$ cat config.mk
export PLATFORM = sky130hd
export DESIGN_NAME = pcm_core
export DESIGN_NICKNAME = d
export VERILOG_FILES = /design/src/verilog/pcm_pkg.sv /design/src/verilog/pcm_core.sv /design/src/verilog/pcm_edge.sv /design/src/verilog/pcm_mc_decode.sv
export SDC_FILE = /design/constraint.sdc
export NUM_CORES = 1
export LEC_CHECK = 0
export ABC_CLOCK_PERIOD_IN_PS = 2800
export BUFFER_PORTS_ARGS = -buffer_cell sky130_fd_sc_hd__buf_2
export CAP_MARGIN = 40
export CORE_AREA = 2 2 101 103
export DETAILED_ROUTE_END_ITERATION = 10
export DIE_AREA = 0 0 103 105
export HOLD_SLACK_MARGIN = 0.12
export PLACE_DENSITY = 0.69
export SLEW_MARGIN = 20
export SYNTH_ARGS = -nofsm -noshare
export SYNTH_HDL_FRONTEND = slang
export SYNTH_HIERARCHICAL = 1
export SYNTH_SLANG_ARGS = --single-unit
$ cat constraint.sdc
create_clock -name clk_in -period 2.8 [get_ports clk_in]
set_input_delay 0.28 -clock clk_in [delete_from_list [all_inputs] [get_ports clk_in]]
set_output_delay 0.28 -clock clk_in [all_outputs]
set_load 0.02 [all_outputs]
$ cat src/verilog/pcm_pkg.sv
package pcm_pkg;

	localparam int unsigned PCM_NUM_MC = 8;

	// Clock rate and the power-up register reset time.
	localparam int unsigned PCM_CLK_PERIOD_PS = 4000;
	localparam int unsigned PCM_POWER_UP_RESET_TIME_US = 45;
	localparam int unsigned PCM_POWER_UP_RESET_CYCLES =
		(PCM_POWER_UP_RESET_TIME_US * 1000000) / PCM_CLK_PERIOD_PS;
	localparam int unsigned PCM_RST_CNT_W = 16;

	// Register byte offsets.
	localparam logic [3:0] PCM_OFS_CONFIG = 4'h0;
	localparam logic [3:0] PCM_OFS_FUNC = 4'h4;
	localparam logic [3:0] PCM_OFS_STATE = 4'h8;
	localparam logic [3:0] PCM_OFS_PINS = 4'hc;

	// Configuration register fields.
	localparam int unsigned PCM_CFG_SYNC_BIT = 0;
	localparam int unsigned PCM_CFG_GLOBAL_BIT = 1;
	localparam int unsigned PCM_CFG_LOCAL_LSB = 8;
	localparam int unsigned PCM_CFG_POL_LSB = 16;

	// Function register fields.
	localparam int unsigned PCM_FUNC_VAL_LSB = 0;
	localparam int unsigned PCM_FUNC_OE_LSB = 8;

	// State register fields.
	localparam int unsigned PCM_ST_Q_LSB = 0;
	localparam int unsigned PCM_ST_REGMASK_LSB = 8;
	localparam int unsigned PCM_ST_PRELOAD_BIT = 16;
	localparam int unsigned PCM_ST_BUSY_BIT = 17;
	localparam int unsigned PCM_ST_CLKPIN_BIT = 18;
	localparam int unsigned PCM_ST_OEPIN_BIT = 19;
	localparam int unsigned PCM_ST_SOUT_BIT = 20;

	// Pin register fields.
	localparam int unsigned PCM_PIN_VAL_LSB = 0;
	localparam int unsigned PCM_PIN_OE_LSB = 8;

	// Values after reset.
	localparam logic PCM_RST_SYNC = 1'h0;
	localparam logic PCM_RST_GLOBAL = 1'h1;
	localparam logic [7:0] PCM_RST_LOCAL = 8'h00;
	localparam logic [7:0] PCM_RST_POL = 8'h00;
	localparam logic [7:0] PCM_RST_FUNC = 8'h00;
	localparam logic [7:0] PCM_RST_FUNC_OE = 8'h00;
	localparam logic [7:0] PCM_RST_Q = 8'h00;

	typedef struct packed {
		logic sync_mode_cell;
		logic global_arch_cell;
		logic [7:0] local_arch_cell;
		logic [7:0] polarity_cell;
	} pcm_cfg_s;

	typedef struct packed {
		logic [7:0] registered;
		logic [7:0] is_output;
	} pcm_mc_mode_s;

	typedef enum logic [1:0] {
		PCM_SMALL_ARRAY,
		PCM_REGISTERED_ARRAY,
		PCM_COMB_ONLY
	} pcm_array_mode_e;

endpackage : pcm_pkg
$ cat src/verilog/pcm_core.sv
`timescale 1ns/100ps
// Summary of operation
// - Preload only while enable pin elevated.
// - One chain bit per registered macrocell.
// - Shift on rising edge of shift clock.
// - Data enters lowest pin, moves upward.
// - Old contents shift out on serial output.
// - Preload ignores output three-state control.
// - Low is 0; normal pins show inverted.
// - Polarity acts before the register input.
// - Serial output is open drain in preload.
// - Normal clocking resumes from loaded state.
// - Two global cells, two local per macrocell.
// - Sync cell set: purely combinatorial device.
// - Sync cell clear: clock and enable pins.
// - Global cell clear: local selects output/input.
// - Global cell set: local selects registered/combinatorial.
// - Polarity cell: 0 active low, 1 high.
// - Power-up clears every macrocell register.
module pcm_core
	import pcm_pkg::*;
#(
	parameter int unsigned POWER_UP_RESET_CYCLES = PCM_POWER_UP_RESET_CYCLES
) (
	input wire logic clk_in,
	input wire logic rst_n_in,
	input wire logic wb_cyc_in,
	input wire logic wb_stb_in,
	input wire logic wb_we_in,
	input wire logic [3:0] wb_adr_in,
	input wire logic [3:0] wb_sel_in,
	input wire logic [31:0] wb_dat_in,
	output logic [31:0] wb_dat_out,
	output logic wb_ack_out,
	input wire logic preload_enable_in,
	input wire logic serial_preload_in,
	input wire logic dev_clk_pin_in,
	input wire logic out_enable_n_pin_in,
	output logic serial_state_out,
	output logic serial_state_oe_out,
	output logic [7:0] mc_pin_out,
	output logic [7:0] mc_pin_oe_out
);

	import pcm_pkg::*;

	pcm_cfg_s cfg_reg;
	logic [7:0] func_reg;
	logic [7:0] func_oe_reg;
	logic [7:0] q_reg;
	logic [7:0] q_next;
	logic [PCM_RST_CNT_W-1:0] rst_cnt_reg;
	logic busy_reg;
	logic ack_reg;
	logic [31:0] dat_reg;
	logic sout_oe_reg;
	logic [7:0] pin_reg;
	logic [7:0] pin_oe_reg;

	pcm_mc_mode_s mode;
	pcm_array_mode_e array_mode;
	logic clk_rise;
	logic preload_active;
	logic shift_step;
	logic normal_step;
	logic [8:0] chain;
	logic [7:0] reg_d;
	logic [7:0] pin_val;
	logic [7:0] pin_oe;
	logic wb_req;
	logic wb_wr;
	logic [31:0] rd_data;
	logic [31:0] wmask;

	localparam logic [PCM_RST_CNT_W-1:0] RST_LAST =
		PCM_RST_CNT_W'(POWER_UP_RESET_CYCLES - 1);

	pcm_mc_decode u_decode (
		.cfg_in(cfg_reg),
		.mode_out(mode),
		.array_mode_out(array_mode)
	);

	// The device clock pin doubles as the preload shift clock.
	pcm_edge u_clk_edge (
		.clk_in(clk_in),
		.rst_n_in(rst_n_in),
		.level_in(dev_clk_pin_in),
		.rise_out(clk_rise)
	);

	// Power-up reset window; preload and clocking wait until it ends.
	always_ff @(posedge clk_in or negedge rst_n_in) begin
		if (!rst_n_in) begin
			rst_cnt_reg <= '0;
			busy_reg <= 1'h1;
		end else if (busy_reg) begin
			if (rst_cnt_reg == RST_LAST) begin
				busy_reg <= 1'h0;
			end else begin
				rst_cnt_reg <= rst_cnt_reg + 1'h1;
			end
		end
	end

	// A preload attempted too early is ignored, as the tester must wait.
	assign preload_active = preload_enable_in & ~busy_reg;
	// Dropping the enable disconnects the shift path at once.
	assign shift_step = preload_active & clk_rise;
	// The sync cell clear makes the pin a register clock.
	assign normal_step = ~preload_active & ~busy_reg & ~cfg_reg.sync_mode_cell & clk_rise;

	// Each registered macrocell takes the nearest registered bit below it, or the serial input if there is none.
	// Non-registered cells pass the chain through untouched.
	assign chain[0] = serial_preload_in;
	genvar i;
	generate
		for (i = 0; i < PCM_NUM_MC; i++) begin : g_chain
			assign chain[i+1] = mode.registered[i] ? q_reg[i] : chain[i];
			// Polarity inverts the function ahead of the register.
			assign reg_d[i] = func_reg[i] ^ cfg_reg.polarity_cell[i];
			always_comb begin
				if (shift_step && mode.registered[i]) begin
					q_next[i] = chain[i];
				end else if (normal_step && mode.registered[i]) begin
					q_next[i] = reg_d[i];
				end else begin
					q_next[i] = q_reg[i];
				end
			end
			// Registered pins show the inverted state; others honour polarity.
			always_comb begin
				if (mode.registered[i]) begin
					pin_val[i] = ~q_reg[i];
					pin_oe[i] = ~out_enable_n_pin_in;
				end else begin
					pin_val[i] = ~reg_d[i];
					pin_oe[i] = mode.is_output[i] & func_oe_reg[i];
				end
			end
		end
	endgenerate

	// Registers clear at power-up; the state pins then read high.
	// Shifting works whatever the output enables say.
	always_ff @(posedge clk_in or negedge rst_n_in) begin
		if (!rst_n_in) begin
			q_reg <= PCM_RST_Q;
		end else begin
			q_reg <= q_next;
		end
	end

	// Open drain: only pull low, else release to the tester pull-up.
	// With no registered cell the input passes straight through.
	always_ff @(posedge clk_in or negedge rst_n_in) begin
		if (!rst_n_in) begin
			sout_oe_reg <= 1'h0;
		end else begin
			sout_oe_reg <= preload_active & ~chain[PCM_NUM_MC];
		end
	end

	assign serial_state_out = 1'h0;
	assign serial_state_oe_out = sout_oe_reg;

	always_ff @(posedge clk_in or negedge rst_n_in) begin
		if (!rst_n_in) begin
			pin_reg <= 8'h00;
			pin_oe_reg <= 8'h00;
		end else begin
			pin_reg <= pin_val;
			pin_oe_reg <= pin_oe;
		end
	end

	assign mc_pin_out = pin_reg;
	assign mc_pin_oe_out = pin_oe_reg;

	// Wishbone slave: one wait state, ack for one cycle.
	// A write lands on the edge where the master sees ack, so a dropped request stores nothing.
	assign wb_req = wb_cyc_in & wb_stb_in & ~ack_reg;
	assign wb_wr = wb_cyc_in & wb_stb_in & wb_we_in & ack_reg;
	assign wmask = {{8{wb_sel_in[3]}}, {8{wb_sel_in[2]}}, {8{wb_sel_in[1]}}, {8{wb_sel_in[0]}}};

	always_ff @(posedge clk_in or negedge rst_n_in) begin
		if (!rst_n_in) begin
			ack_reg <= 1'h0;
		end else begin
			ack_reg <= wb_req;
		end
	end

	// Two global and sixteen local cells, held in one word.
	// Medium array use needs all local cells set; software owns that.
	always_ff @(posedge clk_in or negedge rst_n_in) begin
		if (!rst_n_in) begin
			cfg_reg.sync_mode_cell <= PCM_RST_SYNC;
			cfg_reg.global_arch_cell <= PCM_RST_GLOBAL;
			cfg_reg.local_arch_cell <= PCM_RST_LOCAL;
			cfg_reg.polarity_cell <= PCM_RST_POL;
		end else if (wb_wr && wb_adr_in == PCM_OFS_CONFIG) begin
			if (wb_sel_in[0]) begin
				cfg_reg.sync_mode_cell <= wb_dat_in[PCM_CFG_SYNC_BIT];
				cfg_reg.global_arch_cell <= wb_dat_in[PCM_CFG_GLOBAL_BIT];
			end
			if (wb_sel_in[1]) begin
				cfg_reg.local_arch_cell <= wb_dat_in[PCM_CFG_LOCAL_LSB +: 8];
			end
			if (wb_sel_in[2]) begin
				cfg_reg.polarity_cell <= wb_dat_in[PCM_CFG_POL_LSB +: 8];
			end
		end
	end

	always_ff @(posedge clk_in or negedge rst_n_in) begin
		if (!rst_n_in) begin
			func_reg <= PCM_RST_FUNC;
			func_oe_reg <= PCM_RST_FUNC_OE;
		end else if (wb_wr && wb_adr_in == PCM_OFS_FUNC) begin
			if (wb_sel_in[0]) begin
				func_reg <= wb_dat_in[PCM_FUNC_VAL_LSB +: 8];
			end
			if (wb_sel_in[1]) begin
				func_oe_reg <= wb_dat_in[PCM_FUNC_OE_LSB +: 8];
			end
		end
	end

	// Unmapped offsets and unused bits read as zero.
	always_comb begin
		rd_data = 32'h0000_0000;
		unique case (wb_adr_in)
			PCM_OFS_CONFIG: begin
				rd_data[PCM_CFG_SYNC_BIT] = cfg_reg.sync_mode_cell;
				rd_data[PCM_CFG_GLOBAL_BIT] = cfg_reg.global_arch_cell;
				rd_data[PCM_CFG_LOCAL_LSB +: 8] = cfg_reg.local_arch_cell;
				rd_data[PCM_CFG_POL_LSB +: 8] = cfg_reg.polarity_cell;
			end
			PCM_OFS_FUNC: begin
				rd_data[PCM_FUNC_VAL_LSB +: 8] = func_reg;
				rd_data[PCM_FUNC_OE_LSB +: 8] = func_oe_reg;
			end
			PCM_OFS_STATE: begin
				rd_data[PCM_ST_Q_LSB +: 8] = q_reg;
				rd_data[PCM_ST_REGMASK_LSB +: 8] = mode.registered;
				rd_data[PCM_ST_PRELOAD_BIT] = preload_active;
				rd_data[PCM_ST_BUSY_BIT] = busy_reg;
				rd_data[PCM_ST_CLKPIN_BIT] = dev_clk_pin_in;
				rd_data[PCM_ST_OEPIN_BIT] = out_enable_n_pin_in;
				rd_data[PCM_ST_SOUT_BIT] = ~sout_oe_reg;
			end
			PCM_OFS_PINS: begin
				rd_data[PCM_PIN_VAL_LSB +: 8] = pin_reg;
				rd_data[PCM_PIN_OE_LSB +: 8] = pin_oe_reg;
			end
			default: begin
				rd_data = 32'h0000_0000;
			end
		endcase
	end

	// Read data is masked by the byte selects so untouched lanes stay zero.
	always_ff @(posedge clk_in or negedge rst_n_in) begin
		if (!rst_n_in) begin
			dat_reg <= 32'h0000_0000;
		end else if (wb_req && !wb_we_in) begin
			dat_reg <= rd_data & wmask;
		end else begin
			dat_reg <= 32'h0000_0000;
		end
	end

	assign wb_dat_out = dat_reg;
	assign wb_ack_out = ack_reg;

endmodule : pcm_core

$ cat src/verilog/pcm_edge.sv
`timescale 1ns/100ps
module pcm_edge (
	input wire logic clk_in,
	input wire logic rst_n_in,
	input wire logic level_in,
	output logic rise_out
);

	logic last_reg;

	always_ff @(posedge clk_in or negedge rst_n_in) begin
		if (!rst_n_in) begin
			last_reg <= 1'h0;
		end else begin
			last_reg <= level_in;
		end
	end

	// Pins are synchronous to clk_in, so one stored sample is enough.
	assign rise_out = level_in & ~last_reg;

endmodule : pcm_edge

$ cat src/verilog/pcm_mc_decode.sv
`timescale 1ns/100ps
module pcm_mc_decode
	import pcm_pkg::*;
(
	input pcm_pkg::pcm_cfg_s cfg_in,
	output pcm_pkg::pcm_mc_mode_s mode_out,
	output pcm_pkg::pcm_array_mode_e array_mode_out
);

	always_comb begin
		if (cfg_in.sync_mode_cell) begin
			array_mode_out = PCM_COMB_ONLY;
		end else if (cfg_in.global_arch_cell) begin
			array_mode_out = PCM_REGISTERED_ARRAY;
		end else begin
			array_mode_out = PCM_SMALL_ARRAY;
		end
	end

	genvar i;
	generate
		for (i = 0; i < PCM_NUM_MC; i++) begin : g_mc
			// A purely combinatorial device has no registers at all.
			// Registered only with the global cell set and local cell clear.
			assign mode_out.registered[i] = ~cfg_in.sync_mode_cell & cfg_in.global_arch_cell
				& ~cfg_in.local_arch_cell[i];
			// In the small array mode a set local cell turns the pin into an input.
			assign mode_out.is_output[i] = cfg_in.global_arch_cell | ~cfg_in.local_arch_cell[i];
		end
	endgenerate

endmodule : pcm_mc_decode

Word-level counts from Yosys, hierarchy flattened
Index checks and enable logic that the tools add are counted.
{"block": "totals", "register_bits": 110, "inputBits": 49, "output_inout_bits": 51, "wordCells": 188}
{"block": "op_classes", "n_addsub": 1, "eq_ne": 4, "mux": 48, "bitwise_logic": 78, "n_reduce_logical": 35}
{"op": "1-bit 2-to-1 mux", "count": 42}
{"op": "1-bit NOT", "count": 33}
{"op": "24-bit by 32-bit bitwise AND with 32-bit output", "count": 1}
{"op": "32-bit 2-to-1 mux", "count": 1}
{"op": "8-bit case mux with 4 select lines", "count": 1}
{"op": "1-bit bitwise AND", "count": 28}
{"op": "1-bit logical AND", "count": 19}
{"op": "6-bit case mux with 3 select lines", "count": 1}
{"op": "16-bit by 1-bit adder with 16-bit output, second input constant", "count": 1}
{"op": "16-bit by 14-bit == test with 1-bit output, second input constant", "count": 1}
{"op": "2-bit nonzero test", "count": 8}
{"op": "2-bit AND reduction", "count": 6}
{"op": "5-bit case mux with 2 select lines", "count": 1}
{"op": "4-bit == test, second input constant", "count": 2}
{"op": "1-bit OR", "count": 8}
{"op": "2-bit case mux with 4 select lines", "count": 1}
{"op": "1-bit bitwise XOR", "count": 8}
{"op": "4-bit by 3-bit == test with 1-bit output, second input constant", "count": 1}
{"op": "4-bit zero test", "count": 1}
{"op": "3-bit 2-to-1 mux", "count": 1}
{"op": "1-bit zero test", "count": 1}

Logic depth before layout (Yosys ltp)
Gate-level depths: netlist of the first run.
{"block": "logic_depth", "word_depth": 13, "ltp_mapped": 7, "depth_no_buf": 6}

By module
The synthesis of the first run kept the hierarchy.
{"module": "pcm_core", "n_inst": 1, "cells_each": 390, "area_per_inst_um2": 4560.6, "seq_area_each_um2": 2529.9}
{"module": "pcm_mc_decode", "n_inst": 1, "cells_each": 20, "area_per_inst_um2": 180.2, "seq_area_each_um2": 0.0}
{"module": "pcm_edge", "n_inst": 1, "cells_each": 2, "area_per_inst_um2": 38.8, "seq_area_each_um2": 25.0}

Worst setup path before layout of the first run
Ideal clock, no wire load.
{"block": "synth_path", "path_type": "register -> register", "start": "register cfg_reg[16] in the netlist's numbering", "end": "register q_reg[7]", "setup_time_ns": 0.126, "arrival_time_ns": 2.150, "t_required_ns": 2.674, "slack_ns": 0.524, "stages_incl_launch_ff": 7, "n_path_buf": 1, "period_less_slack_ns": 2.276, "cell_sequence": "dfstp_2 > buf_6 > nor3b_2 > mux2_2 > o311ai_2 > o211ai_1 > a221o_1"}
{"item": "start: declaration", "line_no": "pcm_core.sv:47", "rtl": "pcm_cfg_s cfg_reg;"}
{"item": "end signal: assignment", "line_no": "pcm_core.sv:150", "rtl": "q_reg <= q_next;"}
{"item": "end: declaration", "line_no": "pcm_core.sv:50", "rtl": "logic [7:0] q_reg;"}

==> metrics, run 1 <==
Crit. End Element register; Worst Max-Slew Pin Slew 0.697 ns; vias in the first global route 3414; Clock power frac 33.7%; root buf cell clkbuf_8; vias per cell 5.49; Setup violations, final 0; post-DP HPWL 7760 µm; fraction of layout cells with a size suffix above 1 33.8%; 1st-iter DRT viols 295; WHS 0.141 ns; P_leak 2.70 nW; initial core utilization 49.4%; CTS Sinks 102; I/O Pins 100; Clk Latency, worst-skew pair 0.37 ns; Post-CTS Setup Bufs 0; Residual DRC 0; gpl congestion 0.801; Slowest-stage cell, CP dfstp_2; Net Sw Power 0.000668 W; DRT Pass-1 Iters 7; Die ar. 0.0108 mm²; Multi-input gate area 0.00207 mm²; Startpoint Class register; crit-path max cell delay 0.69 ns; fill count 837; Buffers on Ports 81; status complete, no violations; final setup TNS 0 ns; die height 105 µm; Synth Warn # 6; Area Growth Syn to Fin 15.8%; Largest register FFs 24; Max VDD drop 0.341 mV; Tmin final 2.34 ns; first-pass GRT wire length 17700 µm; vias 3476; Syn Inst Count 410; Inserted Diodes 0; Switching Fraction 25.5%; Crit path required time 3.05 ns; WL/cell 17.1 µm; hold path startpoint wb_dat_in[3]; RSZ-0062 raised after global routing false; Power, Total 0.00262 W; largest net degree at the start of global routing 54; Worst Skew 0.0119 ns; part of the power in registers 58.4%; cell area after synthesis 0.00477 mm²; CP arrival 2.59 ns; crit path from cfg_reg[16]; hold violation total from the final report 0; reg-to-reg critical path startpoint cfg_reg[16]; fmax 0.428 GHz; commonest non-fill, non-tap cell in the layout dfrtp_1; worst-path cell chain nor3b_2 -> mux2_2 -> o311ai_2 -> o211ai_1 -> a221o_1; P_int 0.00195 W; Max Slew Vio Count 0; Final Cell Area 0.00552 mm²; core area 0.00964 mm²; normalized max-slew margin 53.5%; GRT Total Usage 21.3%; CTS clock-pin slew for the worst setup and hold paths 0.09 ns; Comb power frac 8.0%; Tcrit/Tclk final 83.5%; antenna-violating nets left 0; CP max FO 18; initial antenna violation count 0; Worst Hold Class in -> reg; CTS tree done; placement-stage cell area 0.00531 mm²; Crit Path Category reg -> reg; H-tree Lvls 3; pwr/cell area 474 mW/mm²; Sequential cell area 0.00255 mm²; routed wire length 10800 µm; Die X 103 µm; Clock Tree Buf Depth 2; row count 36; max_cap viols 0; CTS buffer count 9; Nets 546; commonest non-fill, non-tap cells in the layout 100 x dfrtp_1, 80 x buf_2, 48 x nand2_1; Synth Area per Inst 11.6 µm²; GRT overflow 0
[worst paths after layout]
check,to,slack [ns],cells past startpoint
setup reg to reg,q_reg[7],0.46,5
hold reg to reg,rst_cnt_reg[7],0.48,1
min in group asynchronous,wb_dat_out[20],0.50,2
max in group asynchronous,mc_pin_out[6],1.61,3
hold / removal,func_reg[3],0.14,2
setup / recovery,q_reg[7],0.46,5
[per-layer routing]
metal | track usage [%] | up-vias | routed length [µm]
li1 | - | 1626 | -
met1 | 30.5 | 1715 | 5050
met2 | 32.9 | 124 | 5110
met3 | 3.75 | 11 | 540
met4 | 6.11 | 0 | 133
met5 | 0 | - | 0
[power groups by stage]
stage               Clock, W  Sequential, W  Combinational (W)
floorplan                  0        0.00156           0.000100
global placement           0        0.00156           0.000204
detailed placement         0        0.00156           0.000209
CTS                 0.000900        0.00153           0.000211
global route        0.000957        0.00153           0.000233
finish              0.000881        0.00153           0.000209
[final cells by class]
class | count | share of cell area, %
flip-flops and latches | 102 | 46.3
well taps | 133 | 3.01
repair buffers | 93 | 9.34
multi-input cells | 282 | 37.5
inverters | 7 | 0.476
clock buffers | 12 | 2.81
clock inverters | 4 | 0.567
[critical path, delay by kind of cell, from the launching register on]
kind | cells | cell delay, ns
multiplexers | 1 | 0.39
flip-flops | 1 | 0.69
AND/OR/NAND/NOR | 1 | 0.25
AO/OA/AOI/OAI | 3 | 0.90
[through the flow]
step,instances,setup WS [ns],util [%]
after detailed placement,615,0.475,55.1
after CTS,633,0.449,57.3
after floorplan,418,0.528,-
after global placement,615,0.489,55.1
final,633,0.461,57.3
after global routing,633,0.287,57.3
[repair_timing]
action / 4_1_cts / 5_1_grt
hold endpoints to repair: 51 / 0
hold buffers: 2 / 0
resized for setup: 0 / 0
Power figures use the tool's default switching activity.
==> run 2: changes to the inputs <==
--- a/config.mk
+++ b/config.mk
@@ -5,7 +5,7 @@
 export SDC_FILE = /design/constraint.sdc
 export NUM_CORES = 1
 export LEC_CHECK = 0
-export ABC_CLOCK_PERIOD_IN_PS = 2800
+export ABC_CLOCK_PERIOD_IN_PS = 2400
 export BUFFER_PORTS_ARGS = -buffer_cell sky130_fd_sc_hd__buf_2
 export CAP_MARGIN = 40
 export CORE_AREA = 2 2 101 103
==> constraint.sdc (replaced) <==
create_clock -name clk_in -period 2.4 [get_ports clk_in]
set_input_delay 0.24 -clock clk_in [delete_from_list [all_inputs] [get_ports clk_in]]
set_output_delay 0.24 -clock clk_in [all_outputs]
set_load 0.02 [all_outputs]
==> metrics, run 2 (synthesis results as in run 1) <==
vias in the first global route 3565 (+4.4%); CTS clock-pin slew for the worst setup and hold paths 0.09 ns (about the same); post-placement cell count 621 (+0.98%); CP arrival 2.40 ns (-0.19 ns); initial antenna violation count 0 (unchanged); die height 105 µm (unchanged); Die X 103 µm (unchanged); Tcrit/Tclk final 89.6% (+6.0 points); Crit path max-delay family simple AND/OR/NAND/NOR gates; Crit path required time 2.65 ns (-0.40 ns); Worst Skew 0.00507 ns (-0.00678 ns); DRT Pass-1 Iters 8 (+1); fill count 776 (-7.3%); Clock Tree Buf Depth 2 (unchanged); antenna-violating nets left 0 (unchanged); crit-path max cell delay 0.53 ns (-0.16 ns); commonest non-fill, non-tap cell in the layout dfrtp_1; Max VDD drop 0.253 mV (-26%); RSZ-0062 raised after global routing false; GRT overflow 0 (unchanged); Area Growth Syn to Fin 21.9%; P_int 0.00258 W (+32%); CP max FO 17 (-1); Worst Hold Class in -> reg; final core utilization 60.3% (+3.0 points); reg-to-reg critical path startpoint cfg_reg[16]; Die ar. 0.0108 mm² (unchanged); fraction of layout cells with a size suffix above 1 33.1% (-0.66 points); Highest Signal Layer met4; Crit. End Element register; hold path startpoint wb_dat_in[15]; fin cells 658 (+3.9%); Nets 571 (+4.6%); Clk Latency, worst-skew pair 0.36 ns (about the same); RR Endpoint q_reg[7]; vias per cell 5.47 (-0.48%); Bufs and invs on worst path 1 (+1); GRT Total Usage 21.8% (+0.51 points); H-tree Lvls 3 (unchanged); gpl congestion 0.821 (+2.6%); Worst Max-Slew Pin Slew 0.684 ns (-0.0139 ns); worst-path cell chain buf_4 -> nor3b_2 -> or3b_2 -> o311ai_2 -> o211ai_1 -> a221o_1; hold path depth 2 (unchanged); P_leak 2.85 nW (+5.4%); CTS Sinks 102 (unchanged); CTS tree done; fmax 0.465 GHz (+8.8%); Residual DRC 0 (unchanged); Net Sw Power 0.000762 W (+14%); initial core utilization 49.4% (unchanged); Comb power frac 8.3% (+0.3 points); part of the power in registers 53.2% (-5.2 points); Worst R2R Path Depth 6 (+1); WL/cell 17.2 µm (+0.50%); Startpoint Class register; Largest register FFs 24 (unchanged); final setup TNS 0 ns (unchanged); root buf cell clkbuf_8; Max Slew Vio Count 0 (unchanged); Slowest-stage cell, CP dfstp_2; metal3 WL 611 µm (+13%); wire length on met1 5080 µm (+0.47%); status complete, no violations; normalized max-slew margin 54.4% (+0.92 points); commonest non-fill, non-tap cells in the layout 100 x dfrtp_1, 80 x buf_2, 48 x nand2_1; vias 3596 (+3.5%); CTS buffer count 9 (unchanged); pwr/cell area 576 mW/mm² (+21%); Crit Path Category reg -> reg; largest net degree at the start of global routing 53 (-1.9%); 1st-iter DRT viols 224 (-24%); Worst R2R Setup Slack 0.25 ns (-0.21 ns); Hold EP func_oe_reg[7]; first-pass GRT wire length 18100 µm (+2.0%); hold violation total from the final report 0 (unchanged); max_cap viols 0 (unchanged); row count 36 (unchanged); post-DP HPWL 7990 µm (+2.9%); WL met2 5480 µm (+7.1%); Tmin final 2.15 ns (-0.189 ns); Buffers on Ports 81 (unchanged); Setup violations, final 0 (unchanged); Inserted Diodes 0 (unchanged); routed wire length 11300 µm (+4.5%); core area 0.00964 mm² (unchanged); Switching Fraction 22.8% (-2.7 points); I/O Pins 100 (unchanged); Clock power frac 38.5% (+4.8 points)
==> run 2: metal layers <==
layer / vias to the layer above / track usage [%]
met5: - / 0
met4: 0 / 5.83
met3: 15 / 4.62
met2: 124 / 34.6
met1: 1783 / 30.1
li1: 1674 / -
==> run 2: area by class of cell <==
cell class                      instances  area, µm²  share of cell area [%]
Inverter                                7       26.3                   0.452
Tap cell                              133        166                    2.86
Sequential cell                       102       2550                    44.0
Clock inverter                          4       95.1                    1.64
Multi-Input combinational cell        282       2070                    35.6
Timing Repair Buffer                  118        751                    12.9
Clock buffer                           12        145                    2.50
==> run 2: per-stage QoR <==
| stage | power [W] | setup WS, ns | hold WS, ns | area, µm² |
|---|---|---|---|---|
| after floorplan | 0.00194 | 0.128 | -0.0556 | 4800 |
| after CTS | 0.00336 | 0.246 | 0.120 | 5790 |
| after global placement | 0.00206 | 0.287 | 0.318 | 5360 |
| after global routing | 0.00347 | 0.118 | 0.125 | 5810 |
| after detailed placement | 0.00206 | 0.258 | 0.317 | 5360 |
| final | 0.00335 | 0.250 | 0.128 | 5810 |
==> run 2: power groups by stage <==
stage | clock network, W | registers, W | logic [W]
3_5_place_dp | 0 | 0.00181 | 0.000250
4_1_cts | 0.00131 | 0.00178 | 0.000275
3_3_place_gp | 0 | 0.00181 | 0.000245
5_1_grt | 0.00138 | 0.00179 | 0.000305
6_report | 0.00129 | 0.00178 | 0.000276
2_1_floorplan | 0 | 0.00182 | 0.000117
==> run 2: timing repair <==
item	CTS	global route
buffers inserted	0	0
hold endpoints to repair	72	2
gates resized for setup	0	0
hold buffers	19	2
==> run 2: worst max-delay path by stage <==
stage | startpoint | end | depth (start not counted)
6_report | cfg_reg[16] | q_reg[7] | 6
5_1_grt | cfg_reg[16] | q_reg[6] | 6
4_1_cts | cfg_reg[16] | q_reg[7] | 6
3_5_place_dp | cfg_reg[16] | q_reg[7] | 6
3_3_place_gp | cfg_reg[16] | q_reg[7] | 6
2_1_floorplan | cfg_reg[16] | q_reg[7] | 6
